File: src/hw/mcs_regs.vh
`ifndef MCS_REGS_VH
`define MCS_REGS_VH

// Machine cycle kinds
`define MCS_K_ALU 3'h0
`define MCS_K_MRD 3'h1
`define MCS_K_MWR 3'h2
`define MCS_K_SIN 3'h3
`define MCS_K_SOUT 3'h4

// Addressing modes of a source or destination field
`define MCS_M_REG 2'h0
`define MCS_M_IND 2'h1
`define MCS_M_SYM 2'h2
`define MCS_M_INC 2'h3

// Derivation lengths in machine cycles
`define MCS_N_REG 2'h0
`define MCS_N_IND 2'h2
`define MCS_N_INC 2'h3
`define MCS_N_SYM 2'h3

// Address modification cost, clocks and memory cycles
`define MCS_IND_CLK 8'h04
`define MCS_IND_MEM 4'h1
`define MCS_INC_CLK 8'h06
`define MCS_INC_MEM 4'h2
`define MCS_SYM_CLK 8'h06
`define MCS_SYM_MEM 4'h1
`define MCS_IDX_MEM 4'h2

// Fixed instruction costs
`define MCS_TRAP_CLK 8'h18
`define MCS_TRAP_MEM 4'h6
`define MCS_X_CLK 8'h04
`define MCS_X_MEM 4'h1
`define MCS_SH_CLK 8'h0c
`define MCS_SH_MEM 4'h3
`define MCS_SHW_CLK 8'h14
`define MCS_SHZ_CLK 8'h34
`define MCS_SHW_MEM 4'h4

`endif

File: src/hw/mcs_cost.v
`timescale 1ns/10ps
`default_nettype none
`include "mcs_regs.vh"

module mcs_cost (
	// Decoded instruction
	input wire [15:0] opcode_i,
	input wire [7:0] base_clk_i,
	input wire [3:0] base_mem_i,
	input wire [1:0] ts_i,
	input wire s_reg_zero_i,
	input wire [1:0] td_i,
	input wire d_reg_zero_i,
	input wire use_dst_i,
	input wire [3:0] workspace_reg_zero_i,
	input wire ext_instr_present_i,
	// Cost
	output reg [7:0] clk_o,
	output reg [3:0] mem_o,
	output reg trap_o,
	output reg ext_o
);

	// -------------------------------
	// Address modification cost
	// -------------------------------
	function [11:0] mod_cost;
		input [1:0] m;
		input z;
		begin
			case (m)
				`MCS_M_IND: mod_cost = {`MCS_IND_CLK, `MCS_IND_MEM};
				`MCS_M_INC: mod_cost = {`MCS_INC_CLK, `MCS_INC_MEM};
				`MCS_M_SYM: mod_cost = {`MCS_SYM_CLK, z ? `MCS_SYM_MEM : `MCS_IDX_MEM};
				default: mod_cost = 12'h000;
			endcase
		end
	endfunction

	wire [11:0] src_c = mod_cost(ts_i, s_reg_zero_i);
	wire [11:0] dst_c = use_dst_i ? mod_cost(td_i, d_reg_zero_i) : 12'h000;
	wire [3:0] sh_cnt = opcode_i[7:4];
	wire is_shift = (opcode_i[15:10] == 6'h02);
	wire is_x = (opcode_i[15:6] == 10'h012);
	// Undefined opcode ranges
	wire undef = (opcode_i < 16'h0080) ||
		(opcode_i >= 16'h00a0 && opcode_i < 16'h0180) ||
		(opcode_i >= 16'h0320 && opcode_i < 16'h0340) ||
		(opcode_i >= 16'h0780 && opcode_i < 16'h0800) ||
		(opcode_i >= 16'h0c00 && opcode_i < 16'h1000);

	// Cost selection
	always @* begin
		trap_o = 1'b0;
		ext_o = 1'b0;
		clk_o = 8'h00;
		mem_o = 4'h0;
		if (undef) begin
			trap_o = ~ext_instr_present_i;
			ext_o = ext_instr_present_i;
			if (!ext_instr_present_i) begin
				clk_o = `MCS_TRAP_CLK;
				mem_o = `MCS_TRAP_MEM;
			end
		end else if (is_shift) begin
			if (sh_cnt != 4'h0) begin
				clk_o = `MCS_SH_CLK + {3'h0, sh_cnt, 1'b0};
				mem_o = `MCS_SH_MEM;
			end else if (workspace_reg_zero_i == 4'h0) begin
				clk_o = `MCS_SHZ_CLK;
				mem_o = `MCS_SHW_MEM;
			end else begin
				clk_o = `MCS_SHW_CLK + {3'h0, workspace_reg_zero_i, 1'b0};
				mem_o = `MCS_SHW_MEM;
			end
		end else if (is_x) begin
			clk_o = `MCS_X_CLK + src_c[11:4];
			mem_o = `MCS_X_MEM + src_c[3:0];
		end else begin
			clk_o = base_clk_i + src_c[11:4] + dst_c[11:4];
			mem_o = base_mem_i + src_c[3:0] + dst_c[3:0];
		end
	end

endmodule

`default_nettype wire

File: src/hw/mcs_sequencer.v
// Summary of operation
// - Only ALU, memory and serial cycles exist
// - ALU cycle: two clocks, controls untouched
// - Memory cycle drives memory bus controls
// - Memory cycle lasts two plus waits
// - Serial cycle moves one bit, two clocks plus waits
// - Bit address and output bit in clock one
// - Serial input sampled in last two clocks
// - Output strobe pulsed in second clock
// - Ready sampled at second clock start
// - Derivation phase then execution phase
// - Register mode adds no cycles
// - Auto-increment: read, ALU, write inserted
// - Shift count zero uses register zero
// - Undefined opcodes trap when no extension
// - Execute adds four clocks, one memory
`timescale 1ns/10ps
`default_nettype none
`include "mcs_regs.vh"

module mcs_sequencer #(
	parameter AW = 16,
	parameter DW = 16
) (
	// Clock and reset
	input wire clk_i,
	input wire resetn_i,
	// Instruction start and operand modes
	input wire instr_start_i,
	input wire instr_end_i,
	input wire [15:0] opcode_i,
	input wire [7:0] base_clk_i,
	input wire [3:0] base_mem_i,
	input wire [1:0] ts_i,
	input wire s_reg_zero_i,
	input wire [1:0] td_i,
	input wire d_reg_zero_i,
	input wire use_dst_i,
	input wire [3:0] workspace_reg_zero_i,
	// Machine cycle requests
	input wire mc_req_i,
	input wire [2:0] mc_kind_i,
	input wire [AW-1:0] mc_addr_i,
	input wire [DW-1:0] mc_wdata_i,
	// Pins from outside
	input wire ready_i,
	input wire serial_io_input_i,
	input wire ext_instr_present_i,
	input wire [DW-1:0] mem_rdata_i,
	// Memory bus
	output reg [AW-1:0] mem_addr_o,
	output reg [DW-1:0] mem_wdata_o,
	output reg mem_en_o,
	output reg mem_we_o,
	output reg [DW-1:0] rdata_o,
	// Serial bit bus
	output reg [AW-1:0] bit_addr_o,
	output reg serial_io_output_o,
	output reg serial_io_strobe_o,
	output reg serial_io_bit_o,
	output reg bit_valid_o,
	// Sequencer status
	output reg mc_take_o,
	output reg mc_done_o,
	output reg [3:0] phase_o,
	output reg [7:0] cost_clk_o,
	output reg [3:0] cost_mem_o,
	output reg trap_o,
	output reg ext_exec_o
);

	// -------------------------------
	// States
	// -------------------------------
	localparam E_IDLE = 4'h1;
	localparam E_C1 = 4'h2;
	localparam E_C2 = 4'h4;
	localparam E_WT = 4'h8;
	localparam P_IDLE = 4'h1;
	localparam P_SRC = 4'h2;
	localparam P_DST = 4'h4;
	localparam P_EXEC = 4'h8;

	// -------------------------------
	// Pin synchronisers
	// -------------------------------
	reg [2:0] s1_q, s2_q, s3_q, pin_q;
	wire [2:0] pin_raw = {ext_instr_present_i, serial_io_input_i, ready_i};

	// Three stages, a change counts once stages two and three agree
	always @(posedge clk_i) begin
		if (!resetn_i) begin
			s1_q <= 3'h0;
			s2_q <= 3'h0;
			s3_q <= 3'h0;
			pin_q <= 3'h0;
		end else begin
			s1_q <= pin_raw;
			s2_q <= s1_q;
			s3_q <= s2_q;
			pin_q <= (s2_q & s3_q) | (pin_q & (s2_q | s3_q));
		end
	end

	wire rdy = pin_q[0];
	wire sin_bit = pin_q[1];
	wire ext_p = pin_q[2];

	// -------------------------------
	// Instruction cost
	// -------------------------------
	wire [7:0] c_clk;
	wire [3:0] c_mem;
	wire c_trap, c_ext;

	mcs_cost u_cost (
		.opcode_i(opcode_i),
		.base_clk_i(base_clk_i),
		.base_mem_i(base_mem_i),
		.ts_i(ts_i),
		.s_reg_zero_i(s_reg_zero_i),
		.td_i(td_i),
		.d_reg_zero_i(d_reg_zero_i),
		.use_dst_i(use_dst_i),
		.workspace_reg_zero_i(workspace_reg_zero_i),
		.ext_instr_present_i(ext_p),
		.clk_o(c_clk),
		.mem_o(c_mem),
		.trap_o(c_trap),
		.ext_o(c_ext)
	);

	// -------------------------------
	// Derivation tables
	// -------------------------------
	function [1:0] deriv_len;
		input [1:0] m;
		begin
			case (m)
				`MCS_M_IND: deriv_len = `MCS_N_IND;
				`MCS_M_INC: deriv_len = `MCS_N_INC;
				`MCS_M_SYM: deriv_len = `MCS_N_SYM;
				default: deriv_len = `MCS_N_REG;
			endcase
		end
	endfunction

	function [2:0] deriv_kind;
		input [1:0] m;
		input z;
		input [1:0] step;
		begin
			case (m)
				`MCS_M_IND: deriv_kind = (step == 2'h0) ? `MCS_K_MRD : `MCS_K_ALU;
				`MCS_M_INC: deriv_kind = (step == 2'h0) ? `MCS_K_MRD :
					(step == 2'h1) ? `MCS_K_ALU : `MCS_K_MWR;
				`MCS_M_SYM: deriv_kind = z ? ((step == 2'h1) ? `MCS_K_MRD : `MCS_K_ALU) :
					((step == 2'h2) ? `MCS_K_ALU : `MCS_K_MRD);
				default: deriv_kind = `MCS_K_ALU;
			endcase
		end
	endfunction

	// -------------------------------
	// Registers
	// -------------------------------
	reg [3:0] eng_q, eng_d;
	reg [3:0] ph_q, ph_d;
	reg [2:0] kind_q;
	reg [1:0] step_q, step_d;
	reg [1:0] ts_q, td_q;
	reg sz_q, dz_q, dst_q;
	reg [2:0] sin_pend_q;

	// Current derivation field
	wire in_src = (ph_q == P_SRC);
	wire [1:0] cur_m = in_src ? ts_q : td_q;
	wire cur_z = in_src ? sz_q : dz_q;
	wire [1:0] cur_n = deriv_len(cur_m);
	wire deriv_want = (in_src || ph_q == P_DST) && (step_q < cur_n);
	wire [2:0] d_kind = deriv_kind(cur_m, cur_z, step_q);

	// Engine finishes its current machine cycle this clock
	wire k_alu = (kind_q == `MCS_K_ALU);
	wire fin = ((eng_q == E_C2) && (k_alu || rdy)) || ((eng_q == E_WT) && rdy);
	wire eng_free = (eng_q == E_IDLE) || fin;
	wire ext_ok = mc_req_i && (ph_q == P_IDLE || ph_q == P_EXEC);
	wire go = eng_free && (deriv_want || ext_ok);
	wire [2:0] go_kind = deriv_want ? d_kind : mc_kind_i;

	// -------------------------------
	// Engine next state
	// -------------------------------
	always @* begin
		case (eng_q)
			E_IDLE: eng_d = go ? E_C1 : E_IDLE;
			E_C1: eng_d = E_C2;
			E_C2: eng_d = go ? E_C1 : (fin ? E_IDLE : E_WT);
			E_WT: eng_d = go ? E_C1 : (fin ? E_IDLE : E_WT);
			default: eng_d = E_IDLE;
		endcase
	end

	// -------------------------------
	// Phase next state
	// -------------------------------
	always @* begin
		ph_d = ph_q;
		step_d = step_q;
		case (ph_q)
			P_IDLE: begin
				if (instr_start_i && !go) begin
					ph_d = P_SRC;
					step_d = 2'h0;
				end
			end
			P_SRC: begin
				if (deriv_want) begin
					if (go) begin
						step_d = step_q + 2'h1;
					end
				end else begin
					ph_d = dst_q ? P_DST : P_EXEC;
					step_d = 2'h0;
				end
			end
			P_DST: begin
				if (deriv_want) begin
					if (go) begin
						step_d = step_q + 2'h1;
					end
				end else begin
					ph_d = P_EXEC;
				end
			end
			P_EXEC: begin
				if (instr_end_i) begin
					ph_d = P_IDLE;
				end
			end
			default: ph_d = P_IDLE;
		endcase
	end

	// -------------------------------
	// State and capture registers
	// -------------------------------
	always @(posedge clk_i) begin
		if (!resetn_i) begin
			eng_q <= E_IDLE;
			ph_q <= P_IDLE;
			step_q <= 2'h0;
			kind_q <= `MCS_K_ALU;
			ts_q <= 2'h0;
			td_q <= 2'h0;
			sz_q <= 1'b0;
			dz_q <= 1'b0;
			dst_q <= 1'b0;
			cost_clk_o <= 8'h00;
			cost_mem_o <= 4'h0;
			trap_o <= 1'b0;
			ext_exec_o <= 1'b0;
			phase_o <= P_IDLE;
		end else begin
			eng_q <= eng_d;
			ph_q <= ph_d;
			step_q <= step_d;
			phase_o <= ph_d;
			if (go) begin
				kind_q <= go_kind;
			end
			// Operand modes and cost taken at instruction start
			if (ph_q == P_IDLE && ph_d == P_SRC) begin
				ts_q <= ts_i;
				td_q <= td_i;
				sz_q <= s_reg_zero_i;
				dz_q <= d_reg_zero_i;
				dst_q <= use_dst_i;
				cost_clk_o <= c_clk;
				cost_mem_o <= c_mem;
				trap_o <= c_trap;
				ext_exec_o <= c_ext;
			end
		end
	end

	// -------------------------------
	// Memory bus outputs
	// -------------------------------
	wire go_mem = go && (go_kind == `MCS_K_MRD || go_kind == `MCS_K_MWR);

	always @(posedge clk_i) begin
		if (!resetn_i) begin
			mem_addr_o <= {AW{1'b0}};
			mem_wdata_o <= {DW{1'b0}};
			mem_en_o <= 1'b0;
			mem_we_o <= 1'b0;
			rdata_o <= {DW{1'b0}};
		end else begin
			if (go_mem) begin
				mem_addr_o <= mc_addr_i;
				mem_wdata_o <= mc_wdata_i;
				mem_en_o <= 1'b1;
				mem_we_o <= (go_kind == `MCS_K_MWR);
			end else if (fin && (kind_q == `MCS_K_MRD || kind_q == `MCS_K_MWR)) begin
				mem_en_o <= 1'b0;
				mem_we_o <= 1'b0;
			end
			// Read data taken on the finishing edge
			if (fin && kind_q == `MCS_K_MRD) begin
				rdata_o <= mem_rdata_i;
			end
		end
	end

	// -------------------------------
	// Serial bit outputs
	// -------------------------------
	wire go_ser = go && (go_kind == `MCS_K_SIN || go_kind == `MCS_K_SOUT);

	always @(posedge clk_i) begin
		if (!resetn_i) begin
			bit_addr_o <= {AW{1'b0}};
			serial_io_output_o <= 1'b0;
			serial_io_strobe_o <= 1'b0;
			serial_io_bit_o <= 1'b0;
			bit_valid_o <= 1'b0;
			sin_pend_q <= 3'h0;
		end else begin
			if (go_ser) begin
				bit_addr_o <= mc_addr_i;
				if (go_kind == `MCS_K_SOUT) begin
					serial_io_output_o <= mc_wdata_i[0];
				end
			end
			// One strobe pulse in the second clock
			serial_io_strobe_o <= (eng_q == E_C1) && (kind_q == `MCS_K_SOUT);
			// Wait out the pin filter so the bit taken stood in the cycle's last two clocks
			sin_pend_q <= {sin_pend_q[1:0], fin && (kind_q == `MCS_K_SIN)};
			bit_valid_o <= sin_pend_q[2];
			if (sin_pend_q[2]) begin
				serial_io_bit_o <= sin_bit;
			end
		end
	end

	// -------------------------------
	// Handshake pulses
	// -------------------------------
	always @(posedge clk_i) begin
		if (!resetn_i) begin
			mc_take_o <= 1'b0;
			mc_done_o <= 1'b0;
		end else begin
			mc_take_o <= go && !deriv_want;
			mc_done_o <= fin;
		end
	end

endmodule

`default_nettype wire

File: config.mk
export PLATFORM = sky130hd
export DESIGN_NAME = mcs_sequencer
export DESIGN_NICKNAME = d
export VERILOG_FILES = /design/src/hw/mcs_cost.v /design/src/hw/mcs_sequencer.v
export VERILOG_INCLUDE_DIRS = /design/src /design/src/hw
export SDC_FILE = /design/constraint.sdc
export NUM_CORES = 1
export LEC_CHECK = 0
export ABC_AREA = 1
export BUFFER_PORTS_ARGS = -buffer_cell sky130_fd_sc_hd__buf_2
export CAP_MARGIN = 20
export CORE_ASPECT_RATIO = 1.25
export CORE_MARGIN = 2
export CORE_UTILIZATION = 52
export CTS_CLUSTER_SIZE = 40
export DETAILED_ROUTE_END_ITERATION = 10
export PLACE_DENSITY = 0.81
export SLEW_MARGIN = 40
export SYNTH_ARGS = -nofsm -noshare
export SYNTH_HDL_FRONTEND = slang
export SYNTH_HIERARCHICAL = 1
export SYNTH_SLANG_ARGS = --single-unit
File: constraint.sdc
create_clock -name clk_i -period 2.8 [get_ports clk_i]
set_input_delay 0.14 -clock clk_i [delete_from_list [all_inputs] [get_ports clk_i]]
set_output_delay 0.14 -clock clk_i [all_outputs]
set_load 0.05 [all_outputs]
# Yosys cells after proc, flatten, opt, wreduce, memory -nomap -nowiden
# Index checks and enable logic that the tools add are counted.
[word_totals]
mem_bits_rw = 0
elab_cells = 176
mem_count = 0
reg_bits = 121
out_inout_bits = 90
latch_bits = 0
inputBits = 98
romBits = 0
[op_classes]
n_reduce_logical = 43
addsub = 9
mux = 47
div_mod_pow = 0
n_mul = 0
shifts = 0
n_bitwise = 5
eq_ne = 32
order_cmp = 10
[ops]
columns = ["op", "count"]
rows = [
  ["$pmux 7 s3", 2],
  ["$mux 4", 10],
  ["$mux 8", 5],
  ["$mux 2", 10],
  ["$logic_and 1x1->1", 18],
  ["$ge 16x10->1 const B", 1],
  ["$ge 16x11->1 const B", 1],
  ["$ge 16x12->1 const B", 1],
  ["$ge 16x8->1 const B", 1],
  ["$lt 16x10->1 const B", 1],
  ["$lt 16x12->1 const B", 1],
  ["$lt 16x13->1 const B", 1],
  ["$lt 16x8->1 const B", 1],
  ["$lt 16x9->1 const B", 1],
  ["$pmux 4 s4", 1],
  ["$eq 2x2->1 const B", 7],
  ["$logic_or 1x1->1", 13],
  ["$eq 3x2->1 const B", 4],
  ["$eq 4x2->1 const B", 3],
  ["$pmux 2 s3", 2],
  ["$pmux 4 s3", 1],
  ["$eq 10x5->1 const B", 1],
  ["$mux 1", 10],
  ["$mux 3", 3],
  ["34 further kinds", 47],
]

# Longest topological paths before layout
# Gate-level depths: netlist of run 1.
[depth]
depth_word = 15
mapped_depth = 18
depth_no_buf = 17

# Hierarchy
# The synthesis of run 1 kept the hierarchy.
[by_module_without_submodules]
columns = ["module", "instances", "seq_area_each_um2", "area_per_inst_um2", "cells_per_inst"]
rows = [
  ["mcs_sequencer", 1, 2422.3, 4973.5, 622],
  ["mcs_cost", 1, 0.0, 1038.5, 187],
]

# Least setup slack after synthesis of run 1
# No wires, ideal clock.
[synth_path]
kind = "reg2reg"
from = "register ph_q[1]"
to = "register bit_addr_o[10]"
setup_slack_ns = 0.161
setup_time_ns = 0.115
path_buffers = 1
arrival_time_ns = 2.524
t_required_ns = 2.685
path_stages_with_launch = 14
period_less_slack_ns = 2.639
cell_sequence = "dfxtp_1 -> inv_2 -> nor2_4 -> nand2_4 -> o21ai_1 -> a21oi_1 -> ha_1 -> nand2_2 -> nand2_4 -> a21oi_4 -> nand4_2 -> buf_2 -> a21oi_1 -> nor2_1"
[synth_between]
elab_chain_len = 11
word_cells_on_any_way = 25
classes_between = "order compare: 1; eq/ne: 9; mux: 6; reduce/logical: 9"
[synth_rtl]
columns = ["item", "line", "text"]
rows = [
  ["from (decl)", "mcs_sequencer.v:168", "reg [3:0] ph_q, ph_d;"],
  ["from (signal assigned)", "mcs_sequencer.v:266", "ph_q <= ph_d;"],
  ["$eq 4x2->1", "mcs_sequencer.v:176", "wire in_src = (ph_q == P_SRC);"],
  ["$mux 2", "mcs_sequencer.v:177", "wire [1:0] cur_m = in_src ? ts_q : td_q;"],
  ["$eq 2x2->1", "mcs_sequencer.v:139, mcs_sequencer.v:153", ""],
  ["$reduce_or 2->1 (no source line)", "n/a", ""],
  ["$pmux 2 s2", "mcs_sequencer.v:139", "case (m)"],
  ["$lt 2x2->1", "mcs_sequencer.v:180", "wire deriv_want = (in_src || ph_q == P_DST) && (step_q < cur_n);"],
  ["$logic_and 1x1->1", "mcs_sequencer.v:180", ""],
  ["$mux 3", "mcs_sequencer.v:189", "wire [2:0] go_kind = deriv_want ? d_kind : mc_kind_i;"],
  ["$eq 3x2->1 (no source line) / $eq 3x3->1 (equally long branches)", "n/a", ""],
  ["$logic_or 1x1->1 (no source line)", "n/a", ""],
  ["$logic_and 1x1->1 *", "mcs_sequencer.v:319", "wire go_ser = go && (go_kind == `MCS_K_SIN || go_kind == `MCS_K_SOUT);"],
  ["to (signal assigned)", "mcs_sequencer.v:323", "bit_addr_o <= {AW{1'b0}};"],
  ["to (signal assigned)", "mcs_sequencer.v:331", "bit_addr_o <= mc_addr_i;"],
  ["to (decl)", "mcs_sequencer.v:57", "output reg [AW-1:0] bit_addr_o,"],
]
# Every way passes the cells marked *; elsewhere a longest branch is shown, timed or not.
# A chain may end at the register's enable or synchronous reset.

# Worst setup path after layout of run 1
[layout_path]
from = "register ph_q[1]"
to = "register mem_addr_o[1]"
[layout_between]
elab_chain_len = 11
word_cells_on_any_way = 25
classes_between = "order compare: 1; eq/ne: 9; mux: 6; reduce/logical: 9"
[layout_rtl]
columns = ["item", "line", "text"]
rows = [
  ["$eq 4x2->1", "mcs_sequencer.v:176", ""],
  ["$mux 2", "mcs_sequencer.v:177", ""],
  ["$eq 2x2->1", "mcs_sequencer.v:139, mcs_sequencer.v:153", ""],
  ["$reduce_or 2->1 (no source line)", "n/a", ""],
  ["$pmux 2 s2", "mcs_sequencer.v:139", ""],
  ["$lt 2x2->1", "mcs_sequencer.v:180", ""],
  ["$logic_and 1x1->1", "mcs_sequencer.v:180", ""],
  ["$mux 3", "mcs_sequencer.v:189", ""],
  ["$eq 3x1->1 (no source line) / $eq 3x2->1 (equally long branches)", "n/a", ""],
  ["$logic_or 1x1->1 (no source line)", "n/a", ""],
  ["$logic_and 1x1->1 *", "mcs_sequencer.v:290", "wire go_mem = go && (go_kind == `MCS_K_MRD || go_kind == `MCS_K_MWR);"],
  ["to (signal assigned)", "mcs_sequencer.v:294", "mem_addr_o <= {AW{1'b0}};"],
  ["to (signal assigned)", "mcs_sequencer.v:301", "mem_addr_o <= mc_addr_i;"],
  ["to (decl)", "mcs_sequencer.v:51", "output reg [AW-1:0] mem_addr_o,"],
]
# Marked as above.

==> impl_metrics.csv, run 1 <==
group,metric,value,unit
run_status,status,"completed",
logic_synthesis,postSynthAreaPerCell,7.43,µm²
critical_path,cp_max_fo,17,
logic_synthesis,yosysMostFrequentCell,"nand2_1",
logic_synthesis,synth-edff-count,0,
logic_synthesis,synth-seq-cells,121,
timing,fin_skew,0.00574,ns
floorplanning,die_y,124,µm
clocking,cts_tree,"built",
routing,vias_per_cell,5.27,
timing,finalCritPeriodShare,0.926,
timing,slew_violations,0,
routing,routed-wl-met2,8480,µm
logic_synthesis,async_flop_share,0,
cells_and_area,layout.nets,1146,
place,gp_congestion,0.863,
floorplanning,rows,43,
place,port_buffers,187,
routing,wire_per_inst,14.2,µm
clocking,insertion_delay,0.41,ns
routing,drt_wl_total,16800,µm
clocking,cts_max_level,4,
logic_synthesis,ys_seq_area_frac,0.403,
logic_synthesis,yosys_most_used_dff,"dfxtp_1",
routing,top_layer_used,"met4",
logic_synthesis,yosysWarnings,6,
cells_and_area,area_growth,33.5,%
timing,finalSetupViolations,0,
clocking,root_buffer,"clkbuf_16",
cells_and_area,layout-drive-gt1-share,0.296,
global_route,grt_overflow_total,0,
logic_synthesis,netlist_instances,809,
cells_and_area,fillers,912,
timing,rsz0062_at_grt,"yes",
routing,num_vias,6215,
place,dpl.hpwl,11400,µm
routing,first_iter_violations,350,
global_route,grt_antenna_before_repair,1,
floorplanning,initial_utilization,0.537,
floorplanning,die_area,12400,µm²
timing,fmaxAchievable,386,MHz
routing,m1WireLength,6430,µm
timing,period_minus_slack,2.59,ns
timing,hold_viol,0,
global_route,grt_pass1_vias,5890,
pwr,ir_drop,0.397,mV
pwr,powerDensity,701,nW/µm²
floorplanning,die_w,100,µm
place,dpl_cell_area,7040,µm²
logic_synthesis,yosysUniqueCellTypes,47,
routing,detail-route-antenna-nets,0,
global_route,grt_pass1_wl,26700,µm
global_route,grt_max_degree,37,
critical_path,required,3.09,ns
logic_synthesis,ys_top_cells_by_area,"dfxtp_1 40%, nand2_1 9.4%, a21oi_1 6.3%",
floorplanning,io_pins,188,
clocking,cts_num_sinks,121,
critical_path,cp.arrival,2.89,ns
worst_hold_path,min_path_type,"input port to flop",
cells_and_area,design_area,8030,µm²
logic_synthesis,netlist_area,6010,µm²
logic_synthesis,ys_top_cells_by_count,"151 x nand2_1, 121 x dfxtp_1, 101 x nor2_1",
critical_path,worstSetupPathType,"flop to flop",
timing,slew_headroom,0.677,
logic_synthesis,yosysTopAreaCell,"dfxtp_1",
logic_synthesis,netlist.area_leader.share,0.403,
routing,drc_errors,0,
pwr,power_leakage,3.91,nW
critical_path,cp-start-kind,"flop",
clocking,clock_path_buffers,2,
run,cap_violations,0,
routing,dr_wl_met3,1180,µm
global_route,grtUsageTotal,0.264,
clocking,cts_buffers,17,
timing,hold_slack,0.00201,ns
critical_path,worstSetupEndpointType,"flop",
routing,drtPass1Iterations,5,
timing,worst_pin_slew,0.483,ns
floorplanning,coreArea,11200,µm²
clocking,clkTransAtPathRegs,0.05,ns
logic_synthesis,syn-num-nets,925,
-- worst max-delay path: stages, from the launching register on --
cell	delay (ns)
dfxtp_1	0.40
inv_2	0.07
nor2_4	0.15
nand2_4	0.10
o21ai_1	0.17
a21oi_1	0.07
ha_1	0.29
nand2_2	0.08
nand2_4	0.12
nand2_1	0.06
nand2_1	0.15
inv_2	0.10
nand2_2	0.14
nand3_2	0.33
nand2_1	0.18
a21oi_1	0.07
-- report_power, final --
group	total (mW)	leakage (nW)	switching, mW	internal (mW)
Sequential	1.96	0.983	0.0901	1.87
Combinational	1.50	2.64	1.02	0.476
Clock	2.16	0.286	0.800	1.36
Total	5.62	3.91	1.91	3.71
-- per-stage QoR --
| stage | util | TNS [ns] | instances | setup WS, ns | power [mW] |
|---|---|---|---|---|---|
| after floorplan | - | 0 | 809 | 0.161 | 3.05 |
| after global placement | 0.629 | 0 | 1107 | 0.291 | 3.38 |
| after detailed placement | 0.629 | 0 | 1107 | 0.213 | 3.40 |
| after CTS | 0.712 | 0 | 1172 | 0.194 | 5.59 |
| after global routing | 0.717 | -0.121 | 1178 | -0.0220 | 5.87 |
| final | 0.717 | 0 | 1179 | 0.207 | 5.62 |
-- metal layers --
metal / vias to the layer above / GRT usage
li1: 3107 / -
met1: 2784 / 0.278
met2: 255 / 0.475
met3: 69 / 0.0725
met4: 0 / 0.126
met5: - / 0
-- cell families after synthesis --
family / Yosys count / synth area share
buffers and inverters: 120 / 0.0824
flip-flops: 121 / 0.403
XOR/XNOR: 5 / 0.00729
AND/OR/NAND/NOR: 410 / 0.334
AO/OA/AOI/OAI: 135 / 0.128
adder cells (fa/ha/maj): 18 / 0.0450
-- sequential cells by signal (all words and copies together) (netlist names), 4 cells and up --
register / flops
bit_addr_o: 16
cost_clk_o: 8
mem_addr_o: 16
eng_q: 4
mem_wdata_o: 16
cost_mem_o: 4
rdata_o: 16
ph_q: 4
-- cell usage in the layout (no fill, tap or decap), types with 21 or more instances in the layout --
cell type      count
a21oi_1           76
buf_2            187
nand3_1           52
nand2_1          151
nand2_2           21
o21ai_0           32
inv_1             70
dlygate4sd3_1     33
nor2_1           101
dfxtp_1          121
nand4_1           37
-- timing repair --
item | in CTS | in global routing
endpoints found under the setup margin | 0 | 34
buffers inserted | 0 | 5
hold buffers | 33 | 0
resized for setup | 0 | 1
hold endpoints to repair | 33 | 0
-- cell type report --
type / count / area [µm²] / share of cell area
diodes: 1 / 2.50 / 0.000312
flip-flops and latches: 121 / 2420 / 0.302
clock inverters: 13 / 145 / 0.0181
clock buffers: 19 / 453 / 0.0564
inverters: 83 / 312 / 0.0388
well taps: 135 / 169 / 0.0210
repair buffers: 238 / 1420 / 0.177
multi-input cells: 569 / 3100 / 0.387
-- final timing paths --
path,startpoint,to,slack (ns),depth (start not counted)
setup / recovery,ph_q[1],mem_addr_o[1],0.21,15
hold reg to reg,s1_q[1],s2_q[1],0.41,2
setup reg to reg,ph_q[1],mem_addr_o[1],0.21,15
hold / removal,mem_rdata_i[14],rdata_o[14],0.002,3
Power figures use the tool's default switching activity.
==> run 2, diff against run 1 <==
PLACE_DENSITY = 0.89   (was 0.81)
clock period = 2.5 ns   (was 2.8 ns; I/O delays follow)
==> impl_metrics.csv, run 2 (same netlist as run 1, synthesis figures left out) <==
group,metric,value,unit
run_status,status,"finished with violations",
critical_path,max_stage_delay,0.37,ns
pwr,pwr-share-seq,0.328,
pwr,combPwrFrac,0.309,
global_route,grt_antenna_before_repair,2,
worst_hold_path,holdPathStages,3,
pwr,power_leakage,4.14,nW
timing,hold_viol,0,
clocking,insertion_delay,0.42,ns
routing,wire_per_inst,19.4,µm
run_status,violations,"setup timing",
cells_and_area,area_growth,45.9,%
critical_path,r2r_cells,15,
critical_path,rr_endpoint,"mem_wdata_o[2]",
routing,drc_errors,0,
floorplanning,rows,43,
clocking,cts_num_sinks,121,
worst_hold_path,min_path_type,"input port to flop",
routing,detail-route-antenna-nets,0,
global_route,grt.met2_usage,0.511,
global_route,grtUsageTotal,0.288,
clocking,cts_tree,"built",
cells_and_area,layout_common_cells,"188 x buf_2, 140 x nand2_1, 117 x dfxtp_1, 97 x nor2_1, 70 x inv_1",
cells_and_area,finalNonFillerCells,1216,
timing,fin_skew,0.00921,ns
pwr,p_clk_frac,0.363,
floorplanning,initial_utilization,0.537,
run,cap_violations,0,
worst_hold_path,worstHoldEndpoint,"mem_wdata_o[6]",
timing,slew_headroom,0.559,
routing,num_vias,7288,
pwr,p_int,4.29,mW
critical_path,required,2.81,ns
place,dpl.hpwl,11600,µm
timing,worst_pin_slew,0.660,ns
global_route,grtUsageMet3,0.0787,
routing,first_iter_violations,778,
clocking,root_buffer,"clkbuf_16",
clocking,cts_max_level,4,
global_route,grt_pass1_vias,6235,
routing,vias_per_cell,5.99,
critical_path,crit_buf_inv,3,
critical_path,crit_path_top_delay_cell,"dfxtp_2",
timing,finalSetupViolations,53,
cells_and_area,layout-drive-gt1-share,0.343,
worst_hold_path,worstHoldStart,"mc_wdata_i[6]",
critical_path,worstSetupEndpointType,"flop",
timing,finalCritPeriodShare,1.09,
critical_path,path_cells,"inv_2, nor2_4, nand2_4, o21ai_4, a21oi_2, ha_4, nand2_8, nand2_8, inv_2, nor2_4, nor2_8, buf_12, nand3_4, nand2_1, a21oi_1",
timing,fmaxAchievable,368,MHz
global_route,grt-busiest-layer,"met2",
pwr,ir_drop,0.564,mV
place,port_buffers,187,
routing,drt_wl_total,23500,µm
pwr,powerDensity,774,nW/µm²
critical_path,cp.arrival,3.02,ns
clocking,clkTransAtPathRegs,0.06,ns
global_route,grt_pass1_wl,29000,µm
floorplanning,die_w,100,µm
critical_path,cp-start-kind,"flop",
place,gp_congestion,0.913,
critical_path,r2r_slack,-0.22,ns
clocking,clock_path_buffers,2,
floorplanning,coreArea,11200,µm²
critical_path,r2r_start,"ph_q[1]",
floorplanning,die_y,124,µm
timing,rsz0062_at_grt,"yes",
global_route,grt_max_degree,64,
timing,period_minus_slack,2.72,ns
critical_path,worstSetupPathType,"flop to flop",
floorplanning,io_pins,188,
global_route,grt_overflow_total,0,
cells_and_area,layout.nets,1183,
global_route,use_met1,0.304,
clocking,cts_buffers,17,
routing,drtPass1Iterations,6,
place,dp_cells,1113,
timing,slew_violations,0,
cells_and_area,mostFrequentLayoutCell,"buf_2",
pwr,p_sw,2.50,mW
pwr,p_sw_frac,0.368,
floorplanning,die_area,12400,µm²
critical_path,cp_max_fo,7,
timing,fin_ws,-0.217,ns
cells_and_area,fin_util,0.784,
critical_path,cp_top_family,"simple AND/OR/NAND/NOR gates",
-- run 2: cell type report --
class                   count  area [µm²]
clock buffers              18         439
repair buffers            271        1840
inverters                  83         314
well taps                 135         169
fillers                   674        2420
clock inverters            14         150
diodes                      1        2.50
multi-input cells         573        3430
flip-flops and latches    121        2430
-- run 2: per-stage QoR --
stage	hold slack, ns	setup TNS (ns)	setup slack, ns	total power, mW	cell area [µm²]
floorplan	0.223	0	0.0531	3.42	6020
global placement	0.310	0	0.00771	3.80	7080
detailed placement	0.315	-0.121	-0.0750	3.83	7080
CTS	0.0000809	0	0.00258	6.28	8160
global route	0.0420	-11.82	-0.362	7.01	8770
finish	0.0175	-5.39	-0.217	6.79	8770
-- run 2: what timing repair did --
item / in CTS / in global routing
resized for setup: 0 / 77
buffers inserted: 0 / 13
endpoints found under the setup margin: 5 / 77
hold endpoints to repair: 53 / 0
cloned: 1 / 8
pin swaps: 1 / 15
hold buffers: 48 / 0
-- run 2: worst max path at each step --
stage | start | to | slack [ns] | cells after the start
finish | ph_q[1] | mem_wdata_o[2] | -0.22 | 15
global route | ph_q[1] | mem_addr_o[1] | -0.36 | 16
CTS | ph_q[1] | mem_wdata_o[15] | 0.003 | 15
detailed placement | ts_i[1] | cost_mem_o[2] | -0.07 | 14
global placement | ts_i[1] | cost_mem_o[2] | 0.008 | 14
floorplan | ph_q[1] | bit_addr_o[10] | 0.05 | 13
-- run 2: metal layers --
| layer | vias to the layer above | part of all wire |
|---|---|---|
| li1 | 3200 | - |
| met1 | 3295 | 0.33 |
| met2 | 606 | 0.48 |
| met3 | 187 | 0.11 |
| met4 | 0 | 0.081 |
| met5 | - | 0 |
-- run 2: worst reg2reg max path, stage by stage, from the launching register on --
cell     delay (ns)
dfxtp_2        0.37
inv_2          0.06
nor2_4         0.19
nand2_4        0.14
o21ai_4        0.19
a21oi_2        0.08
ha_4           0.30
nand2_8        0.07
nand2_8        0.12
inv_2          0.09
nor2_4         0.23
nor2_8         0.09
buf_12         0.16
nand3_4        0.13
nand2_1        0.08
a21oi_1        0.29
-- run 2: power by group through the flow --
stage	clock [mW]	combinational, mW	sequential (mW)
final	2.47	2.10	2.22
after global routing	2.56	2.22	2.23
after CTS	2.41	1.68	2.20
after detailed placement	0	1.60	2.23
after global placement	0	1.57	2.23
after floorplan	0	0.826	2.59
